[src/conv_pkg.sv]
// constants, field layouts and types for the converter control block
// assumes a 100 MHz ref_clk and an 8-bit register port in front
package conv_pkg;

    // ------------------------------------------------------------
    // register offsets
    // ------------------------------------------------------------
    localparam logic [7:0] ADDR_MAKER_LO = 8'h0c;
    localparam logic [7:0] ADDR_MAKER_HI = 8'h0d;
    localparam logic [7:0] ADDR_TRANSFER = 8'h0f;
    localparam logic [7:0] ADDR_CONV_SETUP = 8'h10;
    localparam logic [7:0] ADDR_FILTER_SETUP = 8'h11;

    // ------------------------------------------------------------
    // reset values, identity bytes and command bits
    // ------------------------------------------------------------
    localparam logic [7:0] CONV_SETUP_RST = 8'h00;
    localparam logic [7:0] FILTER_SETUP_RST = 8'h70;
    localparam logic [7:0] TRANSFER_READ = 8'h00;
    localparam logic [7:0] UNMAPPED_READ = 8'h00;
    localparam logic [7:0] MAKER_LO_DEF = 8'h5a; // arbitrary value
    localparam logic [7:0] MAKER_HI_DEF = 8'h3c; // arbitrary value
    localparam int DAC_UPDATE_BIT = 0;
    localparam int ADC_UPDATE_BIT = 4;

    // ------------------------------------------------------------
    // sample times and cycle counts
    // ------------------------------------------------------------
    localparam int CLK_PERIOD_NS = 10;
    localparam int T_11P5_NS = 11500;
    localparam int T_23_NS = 23000;
    localparam int T_34P5_NS = 34500;
    localparam int T_69_NS = 69000;
    localparam int T_11P5_CYC = (T_11P5_NS + CLK_PERIOD_NS - 1) / CLK_PERIOD_NS;
    localparam int T_23_CYC = (T_23_NS + CLK_PERIOD_NS - 1) / CLK_PERIOD_NS;
    localparam int T_34P5_CYC = (T_34P5_NS + CLK_PERIOD_NS - 1) / CLK_PERIOD_NS;
    localparam int T_69_CYC = (T_69_NS + CLK_PERIOD_NS - 1) / CLK_PERIOD_NS;
    localparam int CYC_W = 16;
    localparam int NEED_W = 9;

    // ------------------------------------------------------------
    // register layouts and states
    // ------------------------------------------------------------
    typedef struct packed {
        logic repeat_conversion_sel;
        logic [1:0] sample_time_sel;
        logic reference_buffer_on;
        logic [3:0] rsvd;
    } conv_setup_t;

    typedef struct packed {
        logic [2:0] channel_alarm_filter_depth;
        logic [1:0] thermal_alarm_filter_depth;
        logic [2:0] rsvd;
    } filter_setup_t;

    typedef enum logic {CONV_IDLE, CONV_SAMPLE} conv_state_t;

    // consecutive samples needed for a channel alarm
    function automatic logic [NEED_W-1:0] ch_need(input logic [2:0] code);
        ch_need = (code == 3'h0) ? 9'h001 : (9'h002 << code);
    endfunction

    // consecutive samples needed for the thermal alarm
    function automatic logic [NEED_W-1:0] temp_need(input logic [1:0] code);
        temp_need = 9'h001 << code;
    endfunction

endpackage

[src/sample_timer.sv]
// down counter that times one channel sample
// assumes load is a one-cycle pulse with a value of at least one
`timescale 1ns/1ps
module sample_timer #(
    parameter int W = 16
) (
    // clock and reset
    input wire logic ref_clk,
    input wire logic resetn,
    // control
    input wire logic load,
    input wire logic [W-1:0] load_val,
    output logic done
);
    logic [W-1:0] cnt_q;
    logic done_q;

    // ------------------------------------------------------------
    // count down, flag the last cycle
    // ------------------------------------------------------------
    always_ff @(posedge ref_clk or negedge resetn) begin
        if (!resetn) begin
            cnt_q <= '0;
            done_q <= 1'b0;
        end else begin
            done_q <= !load && (cnt_q == {{(W-1){1'b0}}, 1'b1});
            if (load)
                cnt_q <= load_val;
            else if (cnt_q != '0)
                cnt_q <= cnt_q - 1'b1;
        end
    end
    assign done = done_q;
endmodule

[src/alarm_filter.sv]
// consecutive out-of-range filter for one alarm source
// assumes strobe marks one finished sample of this source
`timescale 1ns/1ps
module alarm_filter #(
    parameter int CW = 9
) (
    // clock and reset
    input wire logic ref_clk,
    input wire logic resetn,
    // sample events
    input wire logic strobe,
    input wire logic out_of_range,
    input wire logic restart,
    input wire logic [CW-1:0] need,
    // result
    output logic alarm
);
    logic [CW-1:0] cnt_q;
    logic alarm_q;
    wire [CW:0] cnt_inc = {1'b0, cnt_q} + 1'b1;
    wire reached = cnt_inc >= {1'b0, need};

    // ------------------------------------------------------------
    // count a run of bad samples, alarm at the needed length
    // ------------------------------------------------------------
    always_ff @(posedge ref_clk or negedge resetn) begin
        if (!resetn) begin
            cnt_q <= '0;
            alarm_q <= 1'b0;
        end else if (restart) begin
            cnt_q <= '0;
            alarm_q <= 1'b0;
        end else if (strobe && out_of_range) begin
            if (reached)
                alarm_q <= 1'b1;
            else
                cnt_q <= cnt_inc[CW-1:0];
        end else if (strobe) begin
            cnt_q <= '0;
            alarm_q <= 1'b0;
        end
    end
    assign alarm = alarm_q;
endmodule

[src/conv_control.sv]
// converter update and sequencing control, with alarm filters
// assumes the serial port delivers one-cycle register strobes
// and the converter hands one result per finished sample
//
// Overview of operation
// - two read-only maker code bytes, full eight bits, writes ignored.
// - writing one to bit 4 copies latest results to readable registers.
// - in repeat mode readable results change only on that copy command.
// - writing one to bit 0 moves all buffered DAC codes to active.
// - both command bits self clear and always read back as zero.
// - mode bit zero converts each enabled input once then idles.
// - mode bit one loops over enabled inputs without end.
// - sample time field picks unipolar and bipolar sample times.
// - reference buffer follows its setup bit, off until set.
// - channel filter depth field at bits 7-5, reset 011.
// - thermal filter depth field at bits 4-3, reset 10.
// - channel alarm needs 1 to 256 consecutive bad samples.
// - thermal alarm needs 1 to 8 consecutive bad samples.
`timescale 1ns/1ps
module conv_control #(
    parameter int NCH = 21,
    parameter int NBIP = 16,
    parameter int NDAC = 16,
    parameter int DW = 12,
    parameter int RW = 12,
    parameter logic [7:0] MAKER_LO = conv_pkg::MAKER_LO_DEF,
    parameter logic [7:0] MAKER_HI = conv_pkg::MAKER_HI_DEF,
    parameter int LONG_SAMPLE_CYC = conv_pkg::T_69_CYC
) (
    // clock and reset
    input wire logic ref_clk,
    input wire logic resetn,
    // register port
    input wire logic [7:0] reg_addr,
    input wire logic [7:0] reg_wdata,
    input wire logic reg_wr,
    input wire logic reg_rd,
    output logic [7:0] reg_rdata,
    // conversion sequencing
    input wire logic conv_trigger,
    input wire logic [NCH:0] chan_enable,
    output logic [$clog2(NCH+1)-1:0] mux_sel,
    output logic conv_busy,
    output logic reference_buffer_on,
    // converter results
    input wire logic [RW-1:0] sample_data,
    input wire logic out_of_range,
    input wire logic [$clog2(NCH+1)-1:0] result_sel,
    output logic [RW-1:0] result_data,
    // dac codes
    input wire logic [NDAC-1:0][DW-1:0] dac_buffer,
    output logic [NDAC-1:0][DW-1:0] dac_active,
    // alarms
    output logic [NCH-1:0] chan_alarm,
    output logic temp_alarm
);
    localparam int NSLOT = NCH + 1;
    localparam int SW = $clog2(NSLOT);
    localparam logic [SW-1:0] TEMP_SLOT = SW'(NCH);
    localparam logic [SW-1:0] BIP_LIMIT = SW'(NBIP);

    // ------------------------------------------------------------
    // helpers
    // ------------------------------------------------------------
    // lowest enabled slot at or above start, with a found flag
    function automatic logic [SW:0] find_from(input logic [NSLOT-1:0] en,
                                              input logic [SW:0] start);
        logic [SW:0] hit;
        hit = '0;
        for (int i = NSLOT - 1; i >= 0; i--) begin
            if (en[i] && (SW+1)'(i) >= start)
                hit = {1'b1, SW'(i)};
        end
        return hit;
    endfunction

    // sample length in cycles for one setting and channel kind
    function automatic logic [conv_pkg::CYC_W-1:0] sample_cycles(
        input logic [1:0] sel, input logic bip);
        logic [conv_pkg::CYC_W-1:0] c;
        case (sel)
            2'h0: c = bip ? conv_pkg::CYC_W'(conv_pkg::T_34P5_CYC)
                          : conv_pkg::CYC_W'(conv_pkg::T_11P5_CYC);
            2'h1: c = bip ? conv_pkg::CYC_W'(conv_pkg::T_34P5_CYC)
                          : conv_pkg::CYC_W'(conv_pkg::T_23_CYC);
            2'h2: c = conv_pkg::CYC_W'(conv_pkg::T_34P5_CYC);
            default: c = conv_pkg::CYC_W'(LONG_SAMPLE_CYC);
        endcase
        return c;
    endfunction

    // ------------------------------------------------------------
    // register state
    // ------------------------------------------------------------
    conv_pkg::conv_setup_t setup_q;
    conv_pkg::filter_setup_t filter_q;
    logic [7:0] rdata_q;
    logic [NDAC-1:0][DW-1:0] dac_q;

    // write decode; command bits act in the write cycle, store nothing
    wire wr_transfer = reg_wr && reg_addr == conv_pkg::ADDR_TRANSFER;
    wire wr_setup = reg_wr && reg_addr == conv_pkg::ADDR_CONV_SETUP;
    wire wr_filter = reg_wr && reg_addr == conv_pkg::ADDR_FILTER_SETUP;
    wire dac_cmd = wr_transfer && reg_wdata[conv_pkg::DAC_UPDATE_BIT];
    wire adc_cmd = wr_transfer && reg_wdata[conv_pkg::ADC_UPDATE_BIT];

    // read selection; maker bytes are constants, writes never reach them
    wire [7:0] rd_word =
        (reg_addr == conv_pkg::ADDR_MAKER_LO) ? MAKER_LO :
        (reg_addr == conv_pkg::ADDR_MAKER_HI) ? MAKER_HI :
        (reg_addr == conv_pkg::ADDR_TRANSFER) ? conv_pkg::TRANSFER_READ :
        (reg_addr == conv_pkg::ADDR_CONV_SETUP) ? setup_q :
        (reg_addr == conv_pkg::ADDR_FILTER_SETUP) ? filter_q :
        conv_pkg::UNMAPPED_READ;

    // setup registers; reserved bits kept as written
    always_ff @(posedge ref_clk or negedge resetn) begin
        if (!resetn) begin
            setup_q <= conv_pkg::CONV_SETUP_RST;
            filter_q <= conv_pkg::FILTER_SETUP_RST;
        end else begin
            if (wr_setup)
                setup_q <= reg_wdata;
            if (wr_filter)
                filter_q <= reg_wdata;
        end
    end

    // read data, one cycle after the read strobe
    always_ff @(posedge ref_clk or negedge resetn) begin
        if (!resetn)
            rdata_q <= '0;
        else if (reg_rd)
            rdata_q <= rd_word;
    end
    assign reg_rdata = rdata_q;

    // dac commit moves every buffered code at once
    always_ff @(posedge ref_clk or negedge resetn) begin
        if (!resetn)
            dac_q <= '0;
        else if (dac_cmd)
            dac_q <= dac_buffer;
    end
    assign dac_active = dac_q;
    assign reference_buffer_on = setup_q.reference_buffer_on;

    // ------------------------------------------------------------
    // conversion sequencer
    // ------------------------------------------------------------
    conv_pkg::conv_state_t state_q;
    logic [SW-1:0] cur_q;
    logic tmr_load_q;
    logic [conv_pkg::CYC_W-1:0] tmr_val_q;
    logic tmr_done;
    logic seq_restart_q;

    wire [SW:0] first_hit = find_from(chan_enable, '0);
    wire [SW:0] next_hit = find_from(chan_enable, {1'b0, cur_q} + 1'b1);
    wire repeat_mode = setup_q.repeat_conversion_sel;
    wire start_seq = state_q == conv_pkg::CONV_IDLE && conv_trigger &&
                     first_hit[SW];
    wire wrap_seq = !next_hit[SW] && repeat_mode && first_hit[SW];
    wire [SW-1:0] go_slot = start_seq || wrap_seq ? first_hit[SW-1:0]
                                                 : next_hit[SW-1:0];
    wire go_bip = go_slot < BIP_LIMIT;
    wire go_on = start_seq || (state_q == conv_pkg::CONV_SAMPLE &&
                 tmr_done && (next_hit[SW] || wrap_seq));

    // walk the enabled slots; idle or loop at the end
    always_ff @(posedge ref_clk or negedge resetn) begin
        if (!resetn) begin
            state_q <= conv_pkg::CONV_IDLE;
            cur_q <= '0;
            tmr_load_q <= 1'b0;
            tmr_val_q <= '0;
            seq_restart_q <= 1'b0;
        end else begin
            tmr_load_q <= go_on;
            seq_restart_q <= start_seq;
            if (go_on) begin
                cur_q <= go_slot;
                tmr_val_q <= sample_cycles(setup_q.sample_time_sel,
                                           go_bip);
            end
            case (state_q)
                conv_pkg::CONV_IDLE: begin
                    if (start_seq)
                        state_q <= conv_pkg::CONV_SAMPLE;
                end
                conv_pkg::CONV_SAMPLE: begin
                    if (tmr_done && !go_on)
                        state_q <= conv_pkg::CONV_IDLE;
                end
                default: state_q <= conv_pkg::CONV_IDLE;
            endcase
        end
    end
    assign mux_sel = cur_q;
    assign conv_busy = state_q == conv_pkg::CONV_SAMPLE;

    sample_timer #(
        .W(conv_pkg::CYC_W)
    ) u_timer (
        .ref_clk(ref_clk),
        .resetn(resetn),
        .load(tmr_load_q),
        .load_val(tmr_val_q),
        .done(tmr_done)
    );

    // ------------------------------------------------------------
    // result storage: latest per slot and the readable copy
    // ------------------------------------------------------------
    logic [NSLOT-1:0][RW-1:0] live_q;
    logic [NSLOT-1:0][RW-1:0] shown_q;
    logic [RW-1:0] result_q;

    generate
        for (genvar s = 0; s < NSLOT; s++) begin : g_slot
            wire cap = tmr_done && state_q == conv_pkg::CONV_SAMPLE &&
                       cur_q == SW'(s);
            // direct mode shows results at once; repeat mode waits
            always_ff @(posedge ref_clk or negedge resetn) begin
                if (!resetn) begin
                    live_q[s] <= '0;
                    shown_q[s] <= '0;
                end else begin
                    if (cap)
                        live_q[s] <= sample_data;
                    if (cap && !repeat_mode)
                        shown_q[s] <= sample_data;
                    else if (adc_cmd)
                        shown_q[s] <= live_q[s];
                end
            end
        end
    endgenerate

    // registered readout of one readable result
    always_ff @(posedge ref_clk or negedge resetn) begin
        if (!resetn)
            result_q <= '0;
        else
            result_q <= shown_q[result_sel];
    end
    assign result_data = result_q;

    // ------------------------------------------------------------
    // alarm filters
    // ------------------------------------------------------------
    wire [conv_pkg::NEED_W-1:0] ch_n =
        conv_pkg::ch_need(filter_q.channel_alarm_filter_depth);
    wire [conv_pkg::NEED_W-1:0] temp_n =
        conv_pkg::temp_need(filter_q.thermal_alarm_filter_depth);
    wire samp_done = tmr_done && state_q == conv_pkg::CONV_SAMPLE;

    generate
        for (genvar c = 0; c < NCH; c++) begin : g_alarm
            alarm_filter #(
                .CW(conv_pkg::NEED_W)
            ) u_filt (
                .ref_clk(ref_clk),
                .resetn(resetn),
                .strobe(samp_done && cur_q == SW'(c)),
                .out_of_range(out_of_range),
                .restart(seq_restart_q),
                .need(ch_n),
                .alarm(chan_alarm[c])
            );
        end
    endgenerate

    alarm_filter #(
        .CW(conv_pkg::NEED_W)
    ) u_temp_filt (
        .ref_clk(ref_clk),
        .resetn(resetn),
        .strobe(samp_done && cur_q == TEMP_SLOT),
        .out_of_range(out_of_range),
        .restart(seq_restart_q),
        .need(temp_n),
        .alarm(temp_alarm)
    );
endmodule

[config.mk]
export PLATFORM = sky130hd
export DESIGN_NAME = conv_control
export DESIGN_NICKNAME = d
export VERILOG_FILES = /design/src/conv_pkg.sv /design/src/sample_timer.sv /design/src/alarm_filter.sv /design/src/conv_control.sv
export SDC_FILE = /design/constraint.sdc
export NUM_CORES = 2
export LEC_CHECK = 0
export BUFFER_PORTS_ARGS = -buffer_cell sky130_fd_sc_hd__buf_2
export CORE_MARGIN = 5
export CORE_UTILIZATION = 65
export DETAILED_ROUTE_END_ITERATION = 8
export PLACE_DENSITY = 0.93
export SYNTH_ARGS = -nofsm -noshare
export SYNTH_HDL_FRONTEND = slang
export SYNTH_HIERARCHICAL = 1
export SYNTH_SLANG_ARGS = --single-unit
[constraint.sdc]
create_clock -name ref_clk -period 6.25 [get_ports ref_clk]
set_clock_uncertainty 0.05 [all_clocks]
set_input_delay 0.625 -clock ref_clk [delete_from_list [all_inputs] [get_ports ref_clk]]
set_output_delay 0.625 -clock ref_clk [all_outputs]
set_load 0.05 [all_outputs]
=== Word level (Yosys, flattened, before mapping) ===
Cells that the tools add are included.

* Add/subtract/negate cells: 24
* $mul: 0
* Div/mod/pow operators: 0
* Magnitude comparators: 46
* Equal/unequal tests: 73
* Shift operators: 2
* Muxes and demuxes: 281
* Bitwise operators: 1
* Reductions and logical operators: 201

{| class="wikitable"
|+ Operator list
! kind !! count
|-
| $mux 9 || 89
|-
| $mux 12 || 46
|-
| $mux 6 || 44
|-
| $add 9x1->10 const B || 22
|-
| $ge 10x9->1 || 22
|-
| $logic_and 1x1->1 || 101
|-
| $mux 1 || 90
|-
| $reduce_and 2->1 || 44
|-
| $ne 3x2->1 const B || 22
|-
| $ne 3x3->1 const B || 22
|-
| $reduce_bool 3->1 || 22
|-
| $bmux 12 s5 || 1
|-
| $ge 4x6->1 const A || 8
|-
| $reduce_bool 2->1 || 23
|-
| $eq 5x4->1 const B || 8
|-
| $mux 8 || 5
|-
| $pmux 13 s3 || 1
|-
| $ge 5x6->1 const A || 6
|-
| $mux 16 || 2
|-
| $eq 5x5->1 const B || 6
|-
| $eq 8x4->1 const B || 3
|-
| $ge 3x6->1 const A || 4
|-
| $eq 5x3->1 const B || 4
|-
| $eq 16x1->1 const B || 1
|-
| other kinds (23) || 32
|}

* Bits in registers: 1017
* Bits in latches: 0
* Memory bits (writable): 0
* Memory bits (read-only): 0
* Bits of input ports: 253
* Output and inout port bits: 241
* Logic and storage cells: 748
* Memories: 0

=== Longest topological paths before layout ===
* Depth in word-level cells: 35
* Mapped depth: 15
* Mapped depth without buffers: 12

=== By module ===
Netlist, hierarchy kept.

{| class="wikitable"
|+ By module, submodules not included
! module !! times used !! cells an instance !! area an instance (µm²) !! sequential area each (µm²)
|-
| conv_control || 1 || 2793 || 34660.7 || 19322.3
|-
| alarm_filter at g_alarm[0].u_filt ... || 21 || 111 || 883.3 || 250.2
|-
| sample_timer || 1 || 114 || 1057.3 || 425.4
|-
| alarm_filter at g_alarm[9].u_filt || 1 || 107 || 944.7 || 250.2
|}

=== Least setup slack after synthesis ===
Ideal clock, no wire load.

* Path type: reg-to-reg
* Start point: register cur_q[1] (netlist: mux_sel[1])
* End point: register tmr_val_q[8] (netlist bit)
* Library setup time: 120 ps
* Arrival: 3611 ps
* Data required time: 6080 ps
* Setup slack: 2469 ps
* Cell stages (with the launch flop): 15
* Path buffers: 2
* Clock period less this slack: 3781 ps
* Cells stage by stage: dfrtp_1 -> ha_1 -> buf_2 -> inv_1 -> nor3_1 -> ha_1 -> clkbuf_1 -> nor2_1 -> o211ai_1 -> o32ai_1 -> nor3b_1 -> and2_1 -> o31a_1 -> or3_1 -> a41o_1

* Cells in the longest elaborated chain, start to end: 33
* Elaborated cells on any way between the ends: 79
* Classes of those cells: add/sub: 1; order compare: 23; mux: 26; reduce/logical: 29

{| class="wikitable"
|+ Ends and longest elaborated chain
! element !! line !! text
|-
| start, declared || conv_control.sv:152 || <nowiki>logic [SW-1:0] cur_q;</nowiki>
|-
| start signal, assigned || conv_control.sv:182 || <nowiki>cur_q <= go_slot;</nowiki>
|-
| $add 5x1->6 (*) || conv_control.sv:159 || <nowiki>wire [SW:0] next_hit = find_from(chan_enable, {1'b0, cur_q} + 1'b1);</nowiki>
|-
| $ge 5x6->1 || conv_control.sv:71 || <nowiki>if (en[i] && (SW+1)'(i) >= start)</nowiki>
|-
| $logic_and 1x1->1 || conv_control.sv:71 ||
|-
| $mux 6 (21 in series) || conv_control.sv:71 ||
|-
| $mux 6 (*) || conv_control.sv:71 ||
|-
| $logic_not 1->1 || conv_control.sv:163 || <nowiki>wire wrap_seq = !next_hit[SW] && repeat_mode && first_hit[SW];</nowiki>
|-
| $logic_and 1x1->1 (2 in series) || conv_control.sv:163 ||
|-
| $logic_or 1x1->1 || conv_control.sv:164 || <nowiki>wire [SW-1:0] go_slot = start_seq || wrap_seq ? first_hit[SW-1:0]</nowiki>
|-
| $mux 5 || conv_control.sv:164 ||
|-
| $lt 5x5->1 || conv_control.sv:166 || <nowiki>wire go_bip = go_slot < BIP_LIMIT;</nowiki>
|-
| $mux 11 or $mux 12 (tied branches) || conv_control.sv:84, conv_control.sv:82 ||
|-
| $pmux 13 s3 || conv_control.sv:81 || <nowiki>case (sel)</nowiki>
|-
| end signal, assigned || conv_control.sv:183 || <nowiki>tmr_val_q <= sample_cycles(setup_q.sample_time_sel,</nowiki>
|-
| end, declared || conv_control.sv:154 || <nowiki>logic [conv_pkg::CYC_W-1:0] tmr_val_q;</nowiki>
|}

Mark *: on every way between the ends. The rest lies on a longest branch, timed or not.
A chain may end at the register's enable or synchronous reset.

=== Worst setup path in the final report ===
* Start point: register cur_q[1] (netlist: mux_sel[1])
* End point: register tmr_val_q[10] (netlist bit)

* Cells in the longest elaborated chain, start to end: 33
* Elaborated cells on any way between the ends: 78
* Classes of those cells: add/sub: 1; order compare: 23; mux: 25; reduce/logical: 29

{| class="wikitable"
|+ Ends and longest elaborated chain
! element !! line !! text
|-
| $add 5x1->6 (*) || conv_control.sv:159 ||
|-
| $ge 5x6->1 || conv_control.sv:71 ||
|-
| $logic_and 1x1->1 || conv_control.sv:71 ||
|-
| $mux 6 (21 in series) || conv_control.sv:71 ||
|-
| $mux 6 (*) || conv_control.sv:71 ||
|-
| $logic_not 1->1 || conv_control.sv:163 ||
|-
| $logic_and 1x1->1 (2 in series) || conv_control.sv:163 ||
|-
| $logic_or 1x1->1 || conv_control.sv:164 ||
|-
| $mux 5 || conv_control.sv:164 ||
|-
| $lt 5x5->1 || conv_control.sv:166 ||
|-
| $mux 11 || conv_control.sv:84 || <nowiki>2'h1: c = bip ? conv_pkg::CYC_W'(conv_pkg::T_34P5_CYC)</nowiki>
|-
| $pmux 13 s3 || conv_control.sv:81 ||
|}

Marked as above.

==> results.json <==
{
  "cts_sinks": 1009,
  "maxClockFrequency_ghz": 0.234,
  "critPathArrivalTime_ns": 4.83,
  "placed_cell_area_mm2": 0.0586,
  "cp-start-kind": "flop",
  "grt_pass1_vias": 47800,
  "grt-ovfl-total": 0,
  "rsz0062_at_grt": "false",
  "p_leak_nw": 30.3,
  "clk_latency_ns": 0.72,
  "ys.warnings.count": 6,
  "powerDensity_mw_per_mm2": 272,
  "synthSimpleGateAreaFrac_pct": 14.6,
  "synth_compound_area_share_pct": 9.36,
  "clk_pin_slew_ns": 0.07,
  "sw_frac_of_total_pct": 30.5,
  "synth_xor_area_share_pct": 2.60,
  "final_common_cell": "dfrtp_1",
  "synth-async-reset-ratio_pct": 100,
  "synth_top_family_by_area": "multiplexers",
  "areaGrowthSynthToFinish_pct": 13.0,
  "tns_ns": 0,
  "power.internal_mw": 11.8,
  "die_area_mm2": 0.0909,
  "portBuffers": 493,
  "drt_iter0_markers": 5995,
  "post_synth_fa_ha_maj_area_fraction_pct": 5.28,
  "r2r_end": "tmr_val_q[10]$_DFFE_PN0P_",
  "maxCapViolations": 0,
  "critPathRequiredTime_ns": 6.80,
  "crit_type": "flop to flop",
  "rows": 106,
  "crit_path_max_fanout": 23,
  "r2r_cells": 13,
  "clk_path_buf_depth": 3,
  "post_cts_resized": 0,
  "critPathTopFamily": "adder cells",
  "root_buffer": "clkbuf_16",
  "synth.ff_latch_count": 1009,
  "violations": "hold timing",
  "hold_viol": 7,
  "reg2reg_slack_ns": 1.97,
  "synth_cell_type_count": 89,
  "critPathBufInv": 2,
  "gp_congestion": 0.954,
  "routed_via_density": 6.74,
  "power_frac_clock_pct": 39.6,
  "regArea_mm2": 0.0253,
  "drtAntennaViolNets": 0,
  "multi_input_area_mm2": 0.0277,
  "endpoint_kind": "flop",
  "fin_hold_ws_ns": -0.0304,
  "ios": 494,
  "die_w_um": 301,
  "slew_viol_final": 0,
  "dr.pass1.iters": 7,
  "critical_path.reg2reg.startpoint": "mux_sel[1]$_DFFE_PN0P_",
  "nets": 6178,
  "synth_ff_type": "dfrtp_1",
  "grtUsageTotal_pct": 37.1,
  "remaining_drc_errors": 0,
  "routed_wl_um": 175000,
  "htreeDepth": 3,
  "vias": 46700,
  "ir_drop_v": 0.000284,
  "crit_slowest_cell": "dfrtp_1",
  "finalCritPeriodShare_pct": 68.5,
  "final_cell_area_mm2": 0.0624,
  "power.total_mw": 17.0,
  "start_util_pct": 65.8,
  "place_worst_setup_slack_ns": 2.10,
  "cts_tree": "yes",
  "worstMarginPinSlew_ns": 1.23,
  "drive_gt1_share_pct": 24.4,
  "grt_max_degree": 183,
  "fp.dieH_um": 301,
  "ctsHoldBuffers": 0,
  "period_needed_ns": 4.28,
  "status": "finished, violations left",
  "syn_area_mm2": 0.0552,
  "final_cell_mix": "dfrtp_1 (1,005), nand2_1 (569), buf_2 (490), mux2_2 (480), nand3_1 (335)",
  "min_path_type": "input port to asynchronous set/reset pin",
  "layout_setup_ws_ns": 1.97,
  "fillCellCount": 4968,
  "power_switching_mw": 5.17,
  "setup_viol": 0,
  "slowest_delay_ns": 0.64,
  "seq_area_frac_synth_pct": 45.7,
  "synth.mux.area_fraction_pct": 17.7,
  "cts_setup_buffers": 0,
  "slew_headroom_pct": 17.3,
  "postSynthCellCount": 5345,
  "numCtsBuffers": 103,
  "core_mm2": 0.0840,
  "combPwrFrac_pct": 17.8,
  "grt_antenna_before_repair": 33,
  "crit_top_cell": "ha_1",
  "post_drt_wl_per_cell_um": 25.2,
  "cp_cell_sequence": "ha_1 -> inv_1 -> nor3_1 -> ha_1 -> nor2_1 -> o211ai_1 -> o32ai_1 -> nor3b_1 -> nand4_1 -> a2bb2oi_2 -> buf_4 -> mux2_2 -> a41o_1",
  "syn_area_per_cell_um2": 10.3,
  "pwr-share-seq_pct": 42.6,
  "hpwl_um": 107000,
  "grt_pass1_wl_um": 268000,
  "synth_edf_count": 0
}
## cells by family after synthesis
logic type                 Yosys count
AOI/OAI and AO/OA                  858
xor gates and xnor gates           162
adders and majority gates          233
buffers and inverters              649
DFF                               1009
muxes                              840
other                                1
and+or+nand+nor                   1593
## synth_stat cells (68+ instances only)
| cell type | number | area share (%) |
|---|---|---|
| inv_1 | 306 | 2.1 |
| xor2_1 | 68 | 1.1 |
| mux2i_1 | 297 | 5.4 |
| a21oi_1 | 182 | 1.6 |
| nand2_1 | 571 | 3.9 |
| xnor2_1 | 92 | 1.5 |
| and3_1 | 86 | 0.97 |
| ha_1 | 232 | 5.3 |
| o21ai_0 | 285 | 2.6 |
| nor2_1 | 140 | 0.95 |
| dfrtp_1 | 1006 | 46 |
| nand3_1 | 335 | 3.0 |
| a31oi_1 | 147 | 1.7 |
| clkbuf_1 | 231 | 1.6 |
| mux2_2 | 480 | 9.8 |
## worst max-delay path by stage
stage	from	end	depth (start not counted)
finish	mux_sel[1]$_DFFE_PN0P_	tmr_val_q[10]$_DFFE_PN0P_	13
global route	mux_sel[1]$_DFFE_PN0P_	tmr_val_q[10]$_DFFE_PN0P_	13
CTS	mux_sel[1]$_DFFE_PN0P_	tmr_val_q[10]$_DFFE_PN0P_	13
detailed placement	mux_sel[1]$_DFFE_PN0P_	tmr_val_q[10]$_DFFE_PN0P_	13
global placement	mux_sel[1]$_DFFE_PN0P_	tmr_val_q[10]$_DFFE_PN0P_	13
floorplan	mux_sel[1]$_DFFE_PN0P_	tmr_val_q[8]$_DFFE_PN0P_	14
## area by class of cell
type | count | share of cell area, %
clock inverters | 50 | 1.17
well taps | 1134 | 2.27
multi-input cells | 3716 | 44.4
flip-flops and latches | 1009 | 40.5
repair buffers | 555 | 4.99
diodes | 19 | 0.0762
clock buffers | 142 | 4.75
inverters | 308 | 1.85
## worst register-to-register path, stage by stage, from the launching register on
cell,delay (ns)
dfrtp_1,0.64
ha_1,0.61
inv_1,0.20
nor3_1,0.23
ha_1,0.39
nor2_1,0.15
o211ai_1,0.09
o32ai_1,0.52
nor3b_1,0.17
nand4_1,0.15
a2bb2oi_2,0.13
buf_4,0.26
mux2_2,0.37
a41o_1,0.20
## power groups by stage
stage | logic (mW) | registers [mW] | clock network, mW
detailed placement | 2.93 | 7.32 | 0
CTS | 2.97 | 7.22 | 6.74
floorplan | 1.99 | 7.36 | 0
global placement | 2.80 | 7.29 | 0
finish | 3.02 | 7.23 | 6.73
global route | 3.33 | 7.27 | 7.02
## stage by stage
step	cells	utilization (%)
detailed placement	6722	69.9
CTS	6914	74.3
finish	6933	74.3
global placement	6722	69.9
global route	6932	74.3
floorplan	5374	-
## state kept, by name, summed over array words and instances, names as in the netlist, 8 cells and up
| signal | flops |
|---|---|
| tmr_val_q | 8 |
| live_q | 264 |
| g_alarm.u_filt/cnt_q | 189 |
| filter_q | 8 |
| result_data | 12 |
| g_alarm.u_filt/alarm | 21 |
| u_temp_filt/cnt_q | 9 |
| reg_rdata | 8 |
| shown_q | 264 |
| dac_active | 192 |
| u_timer/cnt_q | 16 |
## per-layer routing
metal / GRT usage [%] / up-vias / wire length [µm]
met5: 0 / - / 27
met2: 60.5 / 3251 / 82900
met4: 24.5 / 4 / 13700
met3: 10.2 / 939 / 18200
li1: - / 19700 / -
met1: 43.1 / 22800 / 59700
No activity file was read; power rests on OpenSTA's default activity.
